`src/hw/pui_map.svh`:
```
// register offsets, field positions and sizes of the peripheral user interface
`ifndef PUI_MAP_SVH
`define PUI_MAP_SVH

// ==========================================================
// address window
`define PUI_REGION_BITS 14
`define PUI_WORD_LSB 2
`define PUI_LOW_ZERO 2'b00

// ==========================================================
// widths and sizes
`define PUI_DATA_W 32
`define PUI_CNT_W 16
`define PUI_FIFO_DEPTH 16
`define PUI_COND_BITS 4

// ==========================================================
// register byte offsets inside the window
`define PUI_OFS_CMD 14'h0000
`define PUI_OFS_CFG 14'h0004
`define PUI_OFS_DATA 14'h0008
`define PUI_OFS_COND 14'h000C
`define PUI_OFS_SSET 14'h0010
`define PUI_OFS_SCLR 14'h0014
`define PUI_OFS_MSET 14'h0018
`define PUI_OFS_MCLR 14'h001C
`define PUI_OFS_MASK 14'h0020
`define PUI_OFS_PTR 14'h0024
`define PUI_OFS_CNT 14'h0028

// ==========================================================
// field positions, implemented bits and reset values
`define PUI_CMD_FLUSH 0
`define PUI_CMD_EOT_ACK 1
`define PUI_COND_EN 0
`define PUI_COND_EOT 1
`define PUI_COND_FULL 2
`define PUI_COND_EMPTY 3
`define PUI_SHADOW_BITS 32'h0000_0001
`define PUI_CFG_BITS 32'h0000_0003
`define PUI_CFG_RESET 32'h0000_0000
`define PUI_MASK_BITS 32'h0000_000F
`define PUI_ZERO 32'h0000_0000

`endif

```
`src/hw/pui_pkg.sv`:
```
// types and shared functions of the peripheral user interface
`include "pui_map.svh"

package pui_pkg;
    typedef logic [`PUI_DATA_W-1:0] pui_word_t;
    typedef logic [`PUI_CNT_W-1:0] pui_count_t;
    typedef logic [`PUI_REGION_BITS-1:0] pui_ofs_t;
    typedef enum logic [1:0] {PUI_UNIT_BYTE, PUI_UNIT_HALF, PUI_UNIT_WORD, PUI_UNIT_RSVD} pui_unit_t;
    typedef enum logic {PUI_CH_IDLE, PUI_CH_MOVE} pui_ch_state_t;

    // address step for one unit moved
    function automatic pui_word_t pui_unit_bytes(input pui_unit_t u);
        unique case (u)
            PUI_UNIT_BYTE: return 32'h0000_0001;
            PUI_UNIT_HALF: return 32'h0000_0002;
            PUI_UNIT_WORD: return 32'h0000_0004;
            default: return 32'h0000_0004;
        endcase
    endfunction

    // write-one-to-set / write-one-to-clear update, limited to implemented bits
    function automatic pui_word_t pui_shadow(input pui_word_t old, input pui_word_t set,
                                             input pui_word_t clr, input pui_word_t keep);
        return (old | set) & ~clr & keep;
    endfunction
endpackage

```
`src/hw/pui_fifo.sv`:
```
// word fifo between the peripheral data stream and the transfer channel
module pui_fifo #(
    parameter int WIDTH = 32,
    parameter int DEPTH = 16
) (
    // clock and reset
    input wire logic clock,
    input wire logic reset_n,
    // control
    input wire logic flush,
    // filling side
    input wire logic in_valid,
    output logic in_ready,
    input wire logic [WIDTH-1:0] in_data,
    // draining side
    output logic out_valid,
    input wire logic out_ready,
    output logic [WIDTH-1:0] out_data,
    // flags
    output logic full,
    output logic empty
);
    localparam int AW = $clog2(DEPTH);
    localparam int CW = AW + 1;

    typedef struct packed {
        logic [DEPTH-1:0][WIDTH-1:0] mem;
        logic [AW-1:0] wr;
        logic [AW-1:0] rd;
        logic [CW-1:0] cnt;
    } pui_fifo_s_t;

    pui_fifo_s_t s_q;
    pui_fifo_s_t s_d;
    logic push;
    logic pop;

    assign full = (s_q.cnt == CW'(DEPTH));
    assign empty = (s_q.cnt == '0);
    assign in_ready = !full;
    assign out_valid = !empty;
    assign out_data = s_q.mem[s_q.rd];
    assign push = in_valid && in_ready;
    assign pop = out_valid && out_ready;

    always_comb begin
        s_d = s_q;
        if (push) begin
            s_d.mem[s_q.wr] = in_data;
            s_d.wr = s_q.wr + 1'b1;
        end
        if (pop) begin
            s_d.rd = s_q.rd + 1'b1;
        end
        s_d.cnt = s_q.cnt + CW'(push) - CW'(pop);
        if (flush) begin
            s_d.wr = '0;
            s_d.rd = '0;
            s_d.cnt = '0;
        end
    end

    always_ff @(posedge clock or negedge reset_n) begin
        if (!reset_n) begin
            s_q <= '0;
        end else begin
            s_q <= s_d;
        end
    end
endmodule

```
`src/hw/pui_xfer_chan.sv`:
```
// one transfer channel: pointer, count and memory write sequencing
`include "pui_map.svh"
module pui_xfer_chan
    import pui_pkg::*;
(
    // clock and reset
    input wire logic clock,
    input wire logic reset_n,
    // programming
    input wire logic ptr_wr,
    input wire logic cnt_wr,
    input wire pui_pkg::pui_word_t wdata,
    input wire pui_pkg::pui_unit_t unit,
    input wire logic enable,
    // source fifo
    input wire logic src_valid,
    input wire pui_pkg::pui_word_t src_data,
    output logic src_ready,
    // memory side
    output logic mem_req,
    output pui_pkg::pui_word_t mem_addr,
    output pui_pkg::pui_word_t mem_wdata,
    input wire logic mem_ack,
    // status
    output pui_pkg::pui_word_t ptr,
    output pui_pkg::pui_count_t cnt,
    output logic done
);
    typedef struct packed {
        pui_ch_state_t st;
        pui_word_t ptr;
        pui_count_t cnt;
        pui_word_t data;
        logic done;
    } pui_ch_s_t;

    pui_ch_s_t s_q;
    pui_ch_s_t s_d;

    assign mem_req = (s_q.st == PUI_CH_MOVE);
    assign mem_addr = s_q.ptr;
    assign mem_wdata = s_q.data;
    assign ptr = s_q.ptr;
    assign cnt = s_q.cnt;
    assign done = s_q.done;

    always_comb begin
        s_d = s_q;
        s_d.done = 1'b0;
        src_ready = 1'b0;
        unique case (s_q.st)
            PUI_CH_IDLE: begin
                if (ptr_wr) begin
                    s_d.ptr = wdata; // RQ12
                end
                if (cnt_wr) begin
                    s_d.cnt = wdata[`PUI_CNT_W-1:0]; // RQ15
                end
                if (enable && s_q.cnt != '0 && src_valid) begin // RQ16
                    src_ready = 1'b1;
                    s_d.data = src_data;
                    s_d.st = PUI_CH_MOVE;
                end
            end
            PUI_CH_MOVE: begin
                if (mem_ack) begin
                    s_d.ptr = s_q.ptr + pui_unit_bytes(unit); // RQ16
                    s_d.cnt = s_q.cnt - 1'b1; // RQ16
                    s_d.done = (s_q.cnt == pui_count_t'(1)); // RQ13
                    s_d.st = PUI_CH_IDLE;
                end
            end
        endcase
    end

    always_ff @(posedge clock or negedge reset_n) begin
        if (!reset_n) begin
            s_q <= '0;
        end else begin
            s_q <= s_d;
        end
    end
endmodule

```
`src/hw/pui_top.sv`:
```
// peripheral user interface: register bank, transfer channel, interrupt source
`include "pui_map.svh"
//
// Functional notes
// [RQ1] registers are word-only; low address bits are ignored, full word access done
// [RQ2] each peripheral decodes a 16 KB window; interrupt controller only 4 KB
// [RQ3] command register write-only; ones launch commands, zeros do nothing
// [RQ4] configuration register is read/write and resets to zero
// [RQ5] condition register is read-only; writes change nothing
// [RQ6] writing one to set-shadow sets the matching state bit
// [RQ7] writing one to clear-shadow clears the matching state bit, readable afterwards
// [RQ8] zero bits in set or clear shadow writes leave state unchanged
// [RQ9] unused bits read zero; software writes them as zero
// [RQ10] interrupt is OR over condition bits ANDed with mask bits
// [RQ11] mask read back; changed only by set-mask and clear-mask writes
// [RQ12] channel holds 32-bit address pointer and 16-bit count in register space
// [RQ13] channel finishing its programmed data raises end-of-transfer condition
// [RQ14] transfer controller has ten channels; this peripheral owns one
// [RQ15] one channel programming moves up to 64K contiguous bytes unattended
// [RQ16] each unit advances pointer by unit size, decrements count, stops at zero
// [RQ17] interrupt is a level, held while any masked condition stays set
module pui_top
    import pui_pkg::*;
(
    // clock and reset
    input wire logic clock,
    input wire logic reset_n,
    // peripheral bus
    input wire logic psel,
    input wire logic penable,
    input wire logic pwrite,
    input wire logic [31:0] paddr,
    input wire pui_pkg::pui_word_t pwdata,
    output pui_pkg::pui_word_t prdata,
    // peripheral data stream
    input wire logic in_valid,
    input wire pui_pkg::pui_word_t in_data,
    output logic in_ready,
    // memory side of the transfer channel
    output logic mem_req,
    output pui_pkg::pui_word_t mem_addr,
    output pui_pkg::pui_word_t mem_wdata,
    input wire logic mem_ack,
    // interrupt source
    output logic irq
);
    import pui_pkg::*;

    // ==========================================================
    // state
    typedef struct packed {
        pui_word_t cfg;
        logic en;
        logic eot;
        logic [`PUI_COND_BITS-1:0] mask;
        pui_word_t prdata;
    } pui_top_s_t;

    pui_top_s_t s_q;
    pui_top_s_t s_d;

    // ==========================================================
    // internal signals
    pui_ofs_t ofs;
    logic wr;
    logic rd_setup;
    logic rd_access;
    logic flush;
    logic data_pop;
    logic fifo_valid;
    logic fifo_ready;
    logic fifo_full;
    logic fifo_empty;
    pui_word_t fifo_data;
    logic chan_ready;
    logic chan_done;
    pui_word_t chan_ptr;
    pui_count_t chan_cnt;
    logic [`PUI_COND_BITS-1:0] cond;
    pui_word_t cond_word;
    pui_word_t read_word;

    // ==========================================================
    // bus decode
    // low two address bits dropped: every access is a word access
    assign ofs = {paddr[`PUI_REGION_BITS-1:`PUI_WORD_LSB], `PUI_LOW_ZERO}; // RQ1 RQ2
    assign wr = psel && penable && pwrite;
    assign rd_setup = psel && !penable && !pwrite;
    assign rd_access = psel && penable && !pwrite;

    // ==========================================================
    // condition vector and interrupt
    assign cond = {fifo_empty, fifo_full, s_q.eot, s_q.en};
    assign cond_word = pui_word_t'(cond); // RQ9
    assign irq = |(cond & s_q.mask); // RQ10 RQ17

    // data register read drains the fifo only while the channel is off
    assign data_pop = rd_access && (ofs == `PUI_OFS_DATA) && !s_q.en && fifo_valid;
    assign fifo_ready = chan_ready || data_pop;
    assign prdata = s_q.prdata;

    // ==========================================================
    // read multiplexer
    always_comb begin
        read_word = `PUI_ZERO; // RQ9
        unique case (ofs)
            `PUI_OFS_CFG: read_word = s_q.cfg; // RQ4
            `PUI_OFS_DATA: read_word = (!s_q.en && fifo_valid) ? fifo_data : `PUI_ZERO;
            `PUI_OFS_COND: read_word = cond_word; // RQ5
            `PUI_OFS_MASK: read_word = pui_word_t'(s_q.mask); // RQ11
            `PUI_OFS_PTR: read_word = chan_ptr; // RQ12
            `PUI_OFS_CNT: read_word = pui_word_t'(chan_cnt); // RQ12
            default: read_word = `PUI_ZERO; // RQ3 RQ9
        endcase
    end

    // ==========================================================
    // register update
    always_comb begin
        pui_word_t sset;
        pui_word_t sclr;
        pui_word_t mset;
        pui_word_t mclr;
        pui_word_t en_w;
        pui_word_t mask_w;
        logic eot_ack;
        en_w = `PUI_ZERO;
        mask_w = `PUI_ZERO;
        sset = `PUI_ZERO;
        sclr = `PUI_ZERO;
        mset = `PUI_ZERO;
        mclr = `PUI_ZERO;
        eot_ack = 1'b0;
        flush = 1'b0;
        s_d = s_q;
        if (wr) begin
            unique case (ofs)
                `PUI_OFS_CMD: begin
                    flush = pwdata[`PUI_CMD_FLUSH]; // RQ3
                    eot_ack = pwdata[`PUI_CMD_EOT_ACK]; // RQ3
                end
                `PUI_OFS_CFG: s_d.cfg = pwdata & `PUI_CFG_BITS; // RQ4 RQ9
                `PUI_OFS_SSET: sset = pwdata; // RQ6
                `PUI_OFS_SCLR: sclr = pwdata; // RQ7
                `PUI_OFS_MSET: mset = pwdata; // RQ11
                `PUI_OFS_MCLR: mclr = pwdata; // RQ11
                default: begin
                end
            endcase
        end
        en_w = pui_shadow(pui_word_t'(s_q.en), sset, sclr, `PUI_SHADOW_BITS); // RQ8
        s_d.en = en_w[`PUI_COND_EN]; // RQ6 RQ7
        mask_w = pui_shadow(pui_word_t'(s_q.mask), mset, mclr, `PUI_MASK_BITS); // RQ8
        s_d.mask = mask_w[`PUI_COND_BITS-1:0]; // RQ11
        // a finishing transfer wins over an acknowledge in the same cycle
        s_d.eot = chan_done || (s_q.eot && !eot_ack); // RQ13
        if (rd_setup) begin
            s_d.prdata = read_word;
        end
    end

    always_ff @(posedge clock or negedge reset_n) begin
        if (!reset_n) begin
            s_q <= '0;
            s_q.cfg <= `PUI_CFG_RESET; // RQ4
        end else begin
            s_q <= s_d;
        end
    end

    // ==========================================================
    // buffer and channel
    pui_fifo #(
        .WIDTH(`PUI_DATA_W),
        .DEPTH(`PUI_FIFO_DEPTH)
    ) u_fifo (
        .clock(clock),
        .reset_n(reset_n),
        .flush(flush),
        .in_valid(in_valid),
        .in_ready(in_ready),
        .in_data(in_data),
        .out_valid(fifo_valid),
        .out_ready(fifo_ready),
        .out_data(fifo_data),
        .full(fifo_full),
        .empty(fifo_empty)
    );

    // this peripheral's share of the ten controller channels: one, stream to memory
    pui_xfer_chan u_chan ( // RQ14
        .clock(clock),
        .reset_n(reset_n),
        .ptr_wr(wr && ofs == `PUI_OFS_PTR), // RQ12
        .cnt_wr(wr && ofs == `PUI_OFS_CNT), // RQ12
        .wdata(pwdata),
        .unit(pui_unit_t'(s_q.cfg[1:0])),
        .enable(s_q.en),
        .src_valid(fifo_valid),
        .src_data(fifo_data),
        .src_ready(chan_ready),
        .mem_req(mem_req),
        .mem_addr(mem_addr),
        .mem_wdata(mem_wdata),
        .mem_ack(mem_ack),
        .ptr(chan_ptr),
        .cnt(chan_cnt),
        .done(chan_done)
    );
endmodule

```
`config.mk`:
```
export PLATFORM = sky130hd
export DESIGN_NAME = pui_top
export DESIGN_NICKNAME = d
export VERILOG_FILES = /design/src/hw/pui_pkg.sv /design/src/hw/pui_fifo.sv /design/src/hw/pui_xfer_chan.sv /design/src/hw/pui_top.sv
export VERILOG_INCLUDE_DIRS = /design/src /design/src/hw
export SDC_FILE = /design/constraint.sdc
export NUM_CORES = 1
export LEC_CHECK = 0
export BUFFER_PORTS_ARGS = -buffer_cell sky130_fd_sc_hd__buf_2
export CORE_MARGIN = 2
export CORE_UTILIZATION = 65
export CTS_BUF_LIST = sky130_fd_sc_hd__clkbuf_8 sky130_fd_sc_hd__clkbuf_16
export DETAILED_ROUTE_END_ITERATION = 8
export PLACE_DENSITY = 0.85
export REMOVE_ABC_BUFFERS = 1
export SKIP_CTS_REPAIR_TIMING = 1
export SLEW_MARGIN = 25
export SYNTH_ARGS = -nofsm -noshare
export SYNTH_HDL_FRONTEND = slang
export SYNTH_SLANG_ARGS = --single-unit
```
`constraint.sdc`:
```
create_clock -name clock -period 7.1 [get_ports clock]
set_input_delay 1.42 -clock clock [delete_from_list [all_inputs] [get_ports clock]]
set_output_delay 1.42 -clock clock [all_outputs]
set_load 0.01 [all_outputs]
```
After elaboration in Yosys (flattened, before gate mapping)
Cells that the tools add are included.
W data, S select, Z words.

word-level totals
  flip-flop bits (word level) = 647
  input bits = 103
  output and inout port bits = 99

cells by class
  add/sub/neg operators = 6
  $lt $le $gt $ge = 3
  equal/unequal tests = 16
  mux-type cells = 33
  bitwise logic cells = 8
  reduce and logical (&&, ||, !) cells = 36

operator list
  kind                     count
  $bwmux W512              1
  $mux W32                 6
  $pmux W32 S6             1
  $bmux W32 S4             1
  $demux W32 S4            1
  $pmux W49 S2             1
  $mux W49                 1
  $eq A12 B3 Y1 const B    4
  $eq A12 B4 Y1 const B    3
  $add A32 B32 Y32         1
  $eq A12 B2 Y1 const B    2
  $mux W4                  6
  $logic_and A1 B1 Y1      17
  $eq A16 B1 Y1 const B    1
  $mux W16                 1
  $reduce_bool A16 Y1      1
  $sub A16 B1 Y16 const B  1
  $logic_not A14 Y1        1
  $mux W13                 1
  $eq A12 B1 Y1 const B    1
  $mux W1                  12
  $lt A4 B5 Y1 const B     2
  $add A4 B1 Y4 const B    2
  $and A4 B4 Y4            2
  20 further kinds         32

Depth between registers and ports, before layout
Gate-level depths: netlist of the first run.

  word-level depth = 9
  depth in mapped cells = 14
  mapped depth without buffers = 14

By module
From an unflattened synthesis of the first run, not the netlist that was laid out.

second synthesis, totals
  cell total of the unflattened synthesis = 2267
  area total of the unflattened synthesis = 32179.6 µm²

modules (own cells, without submodules)
  module         instances  cells an instance  area each (µm²)  seq. area each (µm²)
  pui_fifo       1          1480               24569.8          13137.6
  pui_xfer_chan  1          447                4739.5           2052.0
  pui_top        1          340                2870.3           1001.0

Worst setup path after synthesis of the first run
No wires, ideal clock.

  path type = input-to-reg
  from = in paddr[7]
  to = reg u_fifo.s_q[4] (netlist name)
  library setup time = 0.078 ns
  arrival = 3.975 ns
  path slack = 3.047 ns
  cell stages on the path = 13
  path buffers = 1
  path through = or4_1 > buf_2 > nor2_1 > nand4_1 > nand2_1 > ha_1 > inv_1 > ha_1 > fa_1 > a21oi_1 > nor2_1 > or3_1 > a21oi_1

RTL lines
  item                  line            source
  from (decl)           pui_top.sv:32   input wire logic [31:0] paddr,
  to (signal assigned)  pui_fifo.sv:65  s_q <= '0;
  to (signal assigned)  pui_fifo.sv:67  s_q <= s_d;
  to (decl)             pui_fifo.sv:33  pui_fifo_s_t s_q;

==> results of run 1 <==
## cell families (layout without fill, tap and decap cells)
| group | count (synthesis) | after routing |
|---|---|---|
| DFF | 647 | 647 |
| AOI/OAI and AO/OA | 321 | 321 |
| buffers and inverters | 232 | 350 |
| adders and majority gates | 19 | 19 |
| and+or+nand+nor | 320 | 320 |
| muxes | 748 | 748 |
| xor gates and xnor gates | 8 | 8 |
| other | 0 | 6 |
## Yosys cell counts, drive strengths merged, types with 15 or more instances
master,number,share of area (%)
dfrtp,647,53
mux2,549,20
mux2i,135,4.4
buf,115,2.1
clkbuf,97,1.2
nand2,96,1.2
a221oi,76,2.2
mux4,64,4.7
nor2,62,0.77
o21ai,61,1.0
nand3,44,0.72
a21oi,40,0.66
a22oi,37,0.91
nor2b,23,0.47
o2bb2ai,23,0.66
and3,21,0.43
inv,20,0.25
ha,17,0.70
nand4,16,0.33
nor3,15,0.26
## worst max-delay path: cells and delay by family
family / cells / cell delay [ns]
AOI/OAI and AO/OA: 2 / 0.32
and+or+nand+nor: 6 / 1.95
buffers and inverters: 2 / 0.13
adders and majority gates: 3 / 0.75
## final cells by class
cell class	instances	area (sq um)
fill	2980	12700
inverter	20	75.1
tap	607	759
multi-input combinational	1416	13400
antenna	6	15.0
timing repair buffer	217	1260
sequential	647	16200
clock inverter	37	267
clock buffer	76	1740
## through the flow
step | hold slack, ns | TNS (ns) | total power, W | util [%]
floorplan | 0.404 | -50.28 | 0.00817 | -
global placement | 0.434 | 0 | 0.00879 | 68.2
detailed placement | 0.450 | 0 | 0.00913 | 68.2
CTS | 0.462 | 0 | 0.0124 | 72.5
global route | 0.501 | 0 | 0.0130 | 72.6
finish | 0.478 | 0 | 0.0124 | 72.6
## power by group
part / switching (W) / internal, W / leakage [nW]
registers: 0.000811 / 0.00516 / 8.11
clock network: 0.00142 / 0.00184 / 1.05
logic: 0.00133 / 0.00188 / 7.09
## path summary, 6_finish.rpt
path                                start              end  cells past startpoint
max                              paddr[7]    u_fifo.s_q[4]                     13
min                           u_chan.done          cond[1]                      1
max reg2reg                u_chan.mem_req    u_fifo.s_q[4]                     12
min reg2reg                   u_chan.done          cond[1]                      1
max in group asynchronous         reset_n       prdata[31]                      2
min in group asynchronous         reset_n  u_fifo.s_q[125]                      1
## cell usage in the layout, fill, tap and decap left out, types with 6 or more instances in the layout
master and instances:
nand4_1 16, dfrtp_1 645, mux2i_1 135, clkbuf_8 14, nand3_2 10, nor2b_1 20, buf_2 180, a21oi_1 40
a221o_1 14, o21ai_0 61, diode_2 6, nand3_1 32, o311ai_0 6, a22oi_1 37, ha_1 17, and3_1 20
a221oi_1 76, o2bb2ai_1 23, nor3_1 13, clkinv_2 16, or4_1 7, a31oi_1 8, nand2_1 96, mux2_2 549
clkbuf_16 62, mux4_2 64, inv_1 33, nor2_1 61, o211ai_1 14, buf_4 30
## flip-flops by register name, indices dropped and copies added, names as in the netlist
register          flops
cond                  2
prdata               32
s_q                   6
u_chan.cnt           16
u_chan.done           1
u_chan.mem_addr      32
u_chan.mem_req        1
u_chan.mem_wdata     32
u_fifo.s_q          525
## per-layer routing
layer  share of wire (%)  vias up  track usage, %
li1                    -     8704               -
met1                  40    10800            48.2
met2                  46     1022            53.4
met3                 9.5      222            8.77
met4                 4.5        2            14.8
met5               0.019        -               0
==> impl_metrics.tcl, run 1 <==
set metrics [dict create \
    start_util_pct 65.7 \
    num_vias 20800 \
    place_congestion 0.946 \
    setup_viol 0 \
    grt_use_total_pct 34.9 \
    synthCells 2295 \
    synthSimpleGateAreaFrac_pct 5.34 \
    hold_violations 0 \
    crit_path_top_delay_cell "or4_1" \
    place_inst 2906 \
    maxCapViolations 0 \
    ant_nets 0 \
    syn_area_per_cell_sq_um 13.3 \
    tightest_slew_ns 1.14 \
    period_share_pct 56.8 \
    fin_area_sq_mm 0.0337 \
    drt-pass1-iter-count 5 \
    clock-sinks 647 \
    ys_types 69 \
    synth_compound_area_share_pct 7.67 \
    final_cells 3026 \
    die-area_sq_mm 0.0487 \
    pin_count 202 \
    core_sq_mm 0.0465 \
    cp-start-kind "primary input" \
    rows 79 \
    synthesis.area_sq_mm 0.0305 \
    crit_chain "buf_2 > or4_1 > nor2_1 > nand4_1 > nand2_1 > ha_1 > inv_1 > ha_1 > fa_1 > a21oi_1 > nor2_1 > or3_1 > a21oi_1" \
    power_density_mw_per_mm2 369 \
    gr-total-overflow 0 \
    grt_pass1_wl_um 127000 \
    nNetsFinal 2485 \
    area_growth_pct 10.5 \
    synth-seq-cells 647 \
    fin_crit_ns 4.03 \
    vdd_ir_drop_max_mv 0.235 \
    hp-class "reg -> reg" \
    cts-root-buf "clkbuf_16" \
    outcome "completed" \
    drt_first_iter_violations 2203 \
    ys_seq_area_share_pct 53.0 \
    cts_tree "yes" \
    htreeDepth 2 \
    place_area_sq_mm 0.0317 \
    async_reset_ff_share_pct 100 \
    dp_worst_setup_slack_ns 2.51 \
    clk_path_buf_depth 3 \
    cp.required_ns 7.64 \
    crit_arrival_ns 4.57 \
    vias_per_cell 6.86 \
    maxSlewHeadroom_pct 24.2 \
    grt_max_degree 177 \
    drive_above_1_share_pct 39.9 \
    final_max_slew_viol_count 0 \
    numCtsBuffers 61 \
    slowest_delay_ns 0.79 \
    cellLeakagePower_nw 16.2 \
    ys_warn_count 0 \
    max_freq_mhz 248 \
    dp_hpwl_um 50200 \
    rsz0062_at_grt "false" \
    setup_slack_ns 3.07 \
    drt_wl_total_um 83500 \
    synth_xor_area_share_pct 0.229 \
    synth-edff-count 0 \
    synthAdderAreaFrac_pct 0.828 \
    clk_latency_ns 0.64 \
    fp.dieW_um 221 \
    wire_per_inst_um 27.6 \
    dieHeight_um 221 \
    end_kind "flip-flop" \
    cp_max_fo 9 \
    clk_pin_slew_worst_paths_ns 0.06 \
    drc 0 \
    port_buffers 181 \
    antenna_found_initial 8 \
    synthMuxAreaShare_pct 29.4 \
    crit_type "in -> reg" \
    grt_pass1_vias 21100 \
    synth_ff_type "dfrtp_1" \
    rrSetupSlack_ns 3.14 \
    finClkSkew_ns 0.0203 \
    synth_top_family_by_area "multiplexers" \
]
Note: power is estimated with default switching activity, not from simulation.
==> run 2, diff against run 1 <==
--- a/config.mk
+++ b/config.mk
@@ -6,12 +6,13 @@
 export SDC_FILE = /design/constraint.sdc
 export NUM_CORES = 1
 export LEC_CHECK = 0
+export ABC_AREA = 1
 export BUFFER_PORTS_ARGS = -buffer_cell sky130_fd_sc_hd__buf_2
 export CORE_MARGIN = 2
-export CORE_UTILIZATION = 65
+export CORE_UTILIZATION = 61
 export CTS_BUF_LIST = sky130_fd_sc_hd__clkbuf_8 sky130_fd_sc_hd__clkbuf_16
 export DETAILED_ROUTE_END_ITERATION = 8
-export PLACE_DENSITY = 0.85
+export PLACE_DENSITY = 0.8
 export REMOVE_ABC_BUFFERS = 1
 export SKIP_CTS_REPAIR_TIMING = 1
 export SLEW_MARGIN = 25
==> constraint.sdc (replaced) <==
create_clock -name clock -period 4 [get_ports clock]
set_input_delay 0.8 -clock clock [delete_from_list [all_inputs] [get_ports clock]]
set_output_delay 0.8 -clock clock [all_outputs]
set_load 0.01 [all_outputs]
==> impl_metrics.tcl, run 2 <==
set metrics [dict create \
    vias_per_cell 5.87 \
    synthCells 4078 \
    core_sq_mm 0.0513 \
    ant_nets 0 \
    antenna_cells 0 \
    antenna_found_initial 0 \
    place_congestion 0.939 \
    end_kind "flip-flop" \
    syn_area_per_cell_sq_um 7.75 \
    fillers 4237 \
    layout_commonest_cell "nand2_1" \
    wire_per_inst_um 19.7 \
    cp.required_ns 4.55 \
    port_buffers 181 \
    rrSetupSlack_ns 0.85 \
    synth_commonest_cells "nand2_1 (1,449), dfrtp_1 (647), o21ai_0 (618)" \
    synth_ff_type "dfrtp_1" \
    path_buf_inv 3 \
    total_power_w 0.0213 \
    die-area_sq_mm 0.0536 \
    drc 0 \
    htreeDepth 3 \
    rsz0062_at_grt "false" \
    synthMuxAreaShare_pct 0 \
    synthesis.area_sq_mm 0.0316 \
    final_max_slew_viol_count 0 \
    fin_hold_ws_ns 0.238 \
    clk_latency_ns 0.61 \
    numCtsBuffers 69 \
    clock-sinks 647 \
    outcome "completed" \
    grt_max_degree 175 \
    synth-edff-count 0 \
    crit_type "reg -> reg" \
    dp_hpwl_um 56800 \
    hp-class "in -> async" \
    vdd_ir_drop_max_mv 0.516 \
    crit_arrival_ns 3.70 \
    fin_crit_ns 3.15 \
    finClkSkew_ns 0.0160 \
    cp-start-kind "flip-flop" \
    dp_worst_setup_slack_ns 0.652 \
    clk_pin_slew_worst_paths_ns 0.06 \
    cts_tree "yes" \
    gr-total-overflow 0 \
    path_delay_family "simple AND/OR/NAND/NOR gates" \
    drt_first_iter_violations 3695 \
    clk_path_buf_depth 3 \
    grt_pass1_wl_um 149000 \
    nNetsFinal 4224 \
    critical_path_cell_count 17 \
    timing.rr.end "u_fifo.s_q[4]" \
    power_density_mw_per_mm2 613 \
    area_growth_pct 10.0 \
    max_freq_mhz 317 \
    ys_warn_count 0 \
    hold_violations 0 \
    maxSlewHeadroom_pct 31.1 \
    synthSimpleGateAreaFrac_pct 27.0 \
    setup_slack_ns 0.846 \
    crit_chain "inv_1 > ha_1 > nand4_1 > nand3_1 > nor2_4 > nand3_2 > nand2_2 > ha_1 > inv_1 > ha_1 > fa_1 > nand2_1 > a21oi_1 > nor2_1 > xor2_1 > nand2_1 > inv_1" \
    drive_above_1_share_pct 9.81 \
    maxCapViolations 0 \
    synth_top_family_by_area "simple AND/OR/NAND/NOR gates" \
    start_util_pct 61.6 \
    dieHeight_um 232 \
    reg2reg_depth 17 \
    drt_wl_total_um 95000 \
    largest_register_ffs 525 \
    synth-seq-cells 647 \
    synth_area_leaders "dfrtp_1 (51%), nand2_1 (17%), o21ai_0 (9.8%), nor2_1 (4.2%), nand3_1 (3.5%)" \
    cts-root-buf "clkbuf_16" \
    grt_pass1_vias 26400 \
    final_cell_mix "nand2_1 (1,449), dfrtp_1 (644), o21ai_0 (618), nor2_1 (353), nand3_1 (220)" \
    synth_top_area_share_pct 51.2 \
    fp.dieW_um 232 \
    crit_path_top_delay_cell "dfrtp_1" \
    synthAdderAreaFrac_pct 0.800 \
    slowest_delay_ns 0.38 \
    tightest_slew_ns 1.03 \
    top_register "u_fifo.s_q" \
    cellLeakagePower_nw 17.2 \
    period_share_pct 78.8 \
    r2r_start "u_fifo.s_q[3]" \
    synth_xor_area_share_pct 0.139 \
    setup_viol 0 \
    grt_use_total_pct 36.0 \
    ys_types 40 \
    rows 83 \
    cp_max_fo 9 \
    drt-pass1-iter-count 6 \
    netlist.top_cell.by_area "dfrtp_1" \
    ys_seq_area_share_pct 51.2 \
    pin_count 202 \
    async_reset_ff_share_pct 100 \
    yosysMostFrequentCell "nand2_1" \
    num_vias 28300 \
    synth_compound_area_share_pct 13.5 \
    critPathLaunch "u_fifo.s_q[3]" \
    cp-endpoint "u_fifo.s_q[4]" \
]
-- run 2: cell count changes in the layout (fill, tap and decap cells not counted), sizes merged, moves of 178 or more --
cell / delta
nand3: +178
nor2: +303
inv: +182
o21ai: +604
mux2: -549
nand2: +1367
-- run 2: kinds of logic (layout without fill, tap and decap cells) --
group | Yosys count | after routing
adder cells (fa/ha/maj) | 19 | 19
buffers and inverters | 489 | 560
flip-flops | 647 | 647
AO/OA/AOI/OAI | 821 | 821
XOR/XNOR | 5 | 5
AND/OR/NAND/NOR | 2097 | 2097
-- run 2: area by class of cell --
type                    count  area, sq um  share of cell area (%)
flip-flops and latches    647        16200                    46.6
multi-input cells        2942        13200                    37.8
clock buffers              87         2000                    5.75
repair buffers            243         1600                    4.61
well taps                 680          851                    2.45
inverters                 199          756                    2.17
clock inverters            31          196                   0.565
-- run 2: worst min path at each step --
| stage | end | slack, ns | from |
|---|---|---|---|
| finish | u_fifo.s_q[82] | 0.24 | reset_n |
| global route | u_fifo.s_q[82] | 0.29 | reset_n |
| CTS | u_fifo.s_q[328] | 0.27 | reset_n |
| detailed placement | cond[1] | 0.44 | u_chan.done |
| global placement | cond[1] | 0.43 | u_chan.done |
| floorplan | cond[1] | 0.42 | u_chan.done |
-- run 2: stage by stage --
stage	util [%]	area [sq um]	instances	setup TNS, ns
floorplan	-	30000	3788	-332.87
global placement	63.3	32500	4707	0
detailed placement	63.3	32500	4707	0
CTS	67.6	34700	4825	0
global route	67.7	34800	4829	0
finish	67.7	34800	4829	0
-- run 2: layer usage --
| metal | up-vias | track usage (%) | part of all wire (%) |
|---|---|---|---|
| met5 | - | 0 | 0 |
| met1 | 13500 | 48.9 | 40 |
| met4 | 0 | 17.3 | 4.6 |
| li1 | 13100 | - | - |
| met2 | 1467 | 54.9 | 45 |
| met3 | 266 | 8.18 | 10 |
-- run 2: power breakdown --
part / total [W] / switching (W) / internal, W
sequential: 0.0104 / 0.00144 / 0.00895
clock: 0.00624 / 0.00261 / 0.00363
combinational: 0.00467 / 0.00294 / 0.00172
total: 0.0213 / 0.00699 / 0.0143
-- run 2: worst reg2reg max path, delay by kind of cell, from the launching register on --
| kind | cells | cell delay (ns) |
|---|---|---|
| buffers and inverters | 3 | 0.16 |
| flip-flops | 1 | 0.38 |
| adder cells (fa/ha/maj) | 4 | 0.93 |
| XOR/XNOR | 1 | 0.17 |
| AO/OA/AOI/OAI | 1 | 0.07 |
| AND/OR/NAND/NOR | 8 | 1.39 |
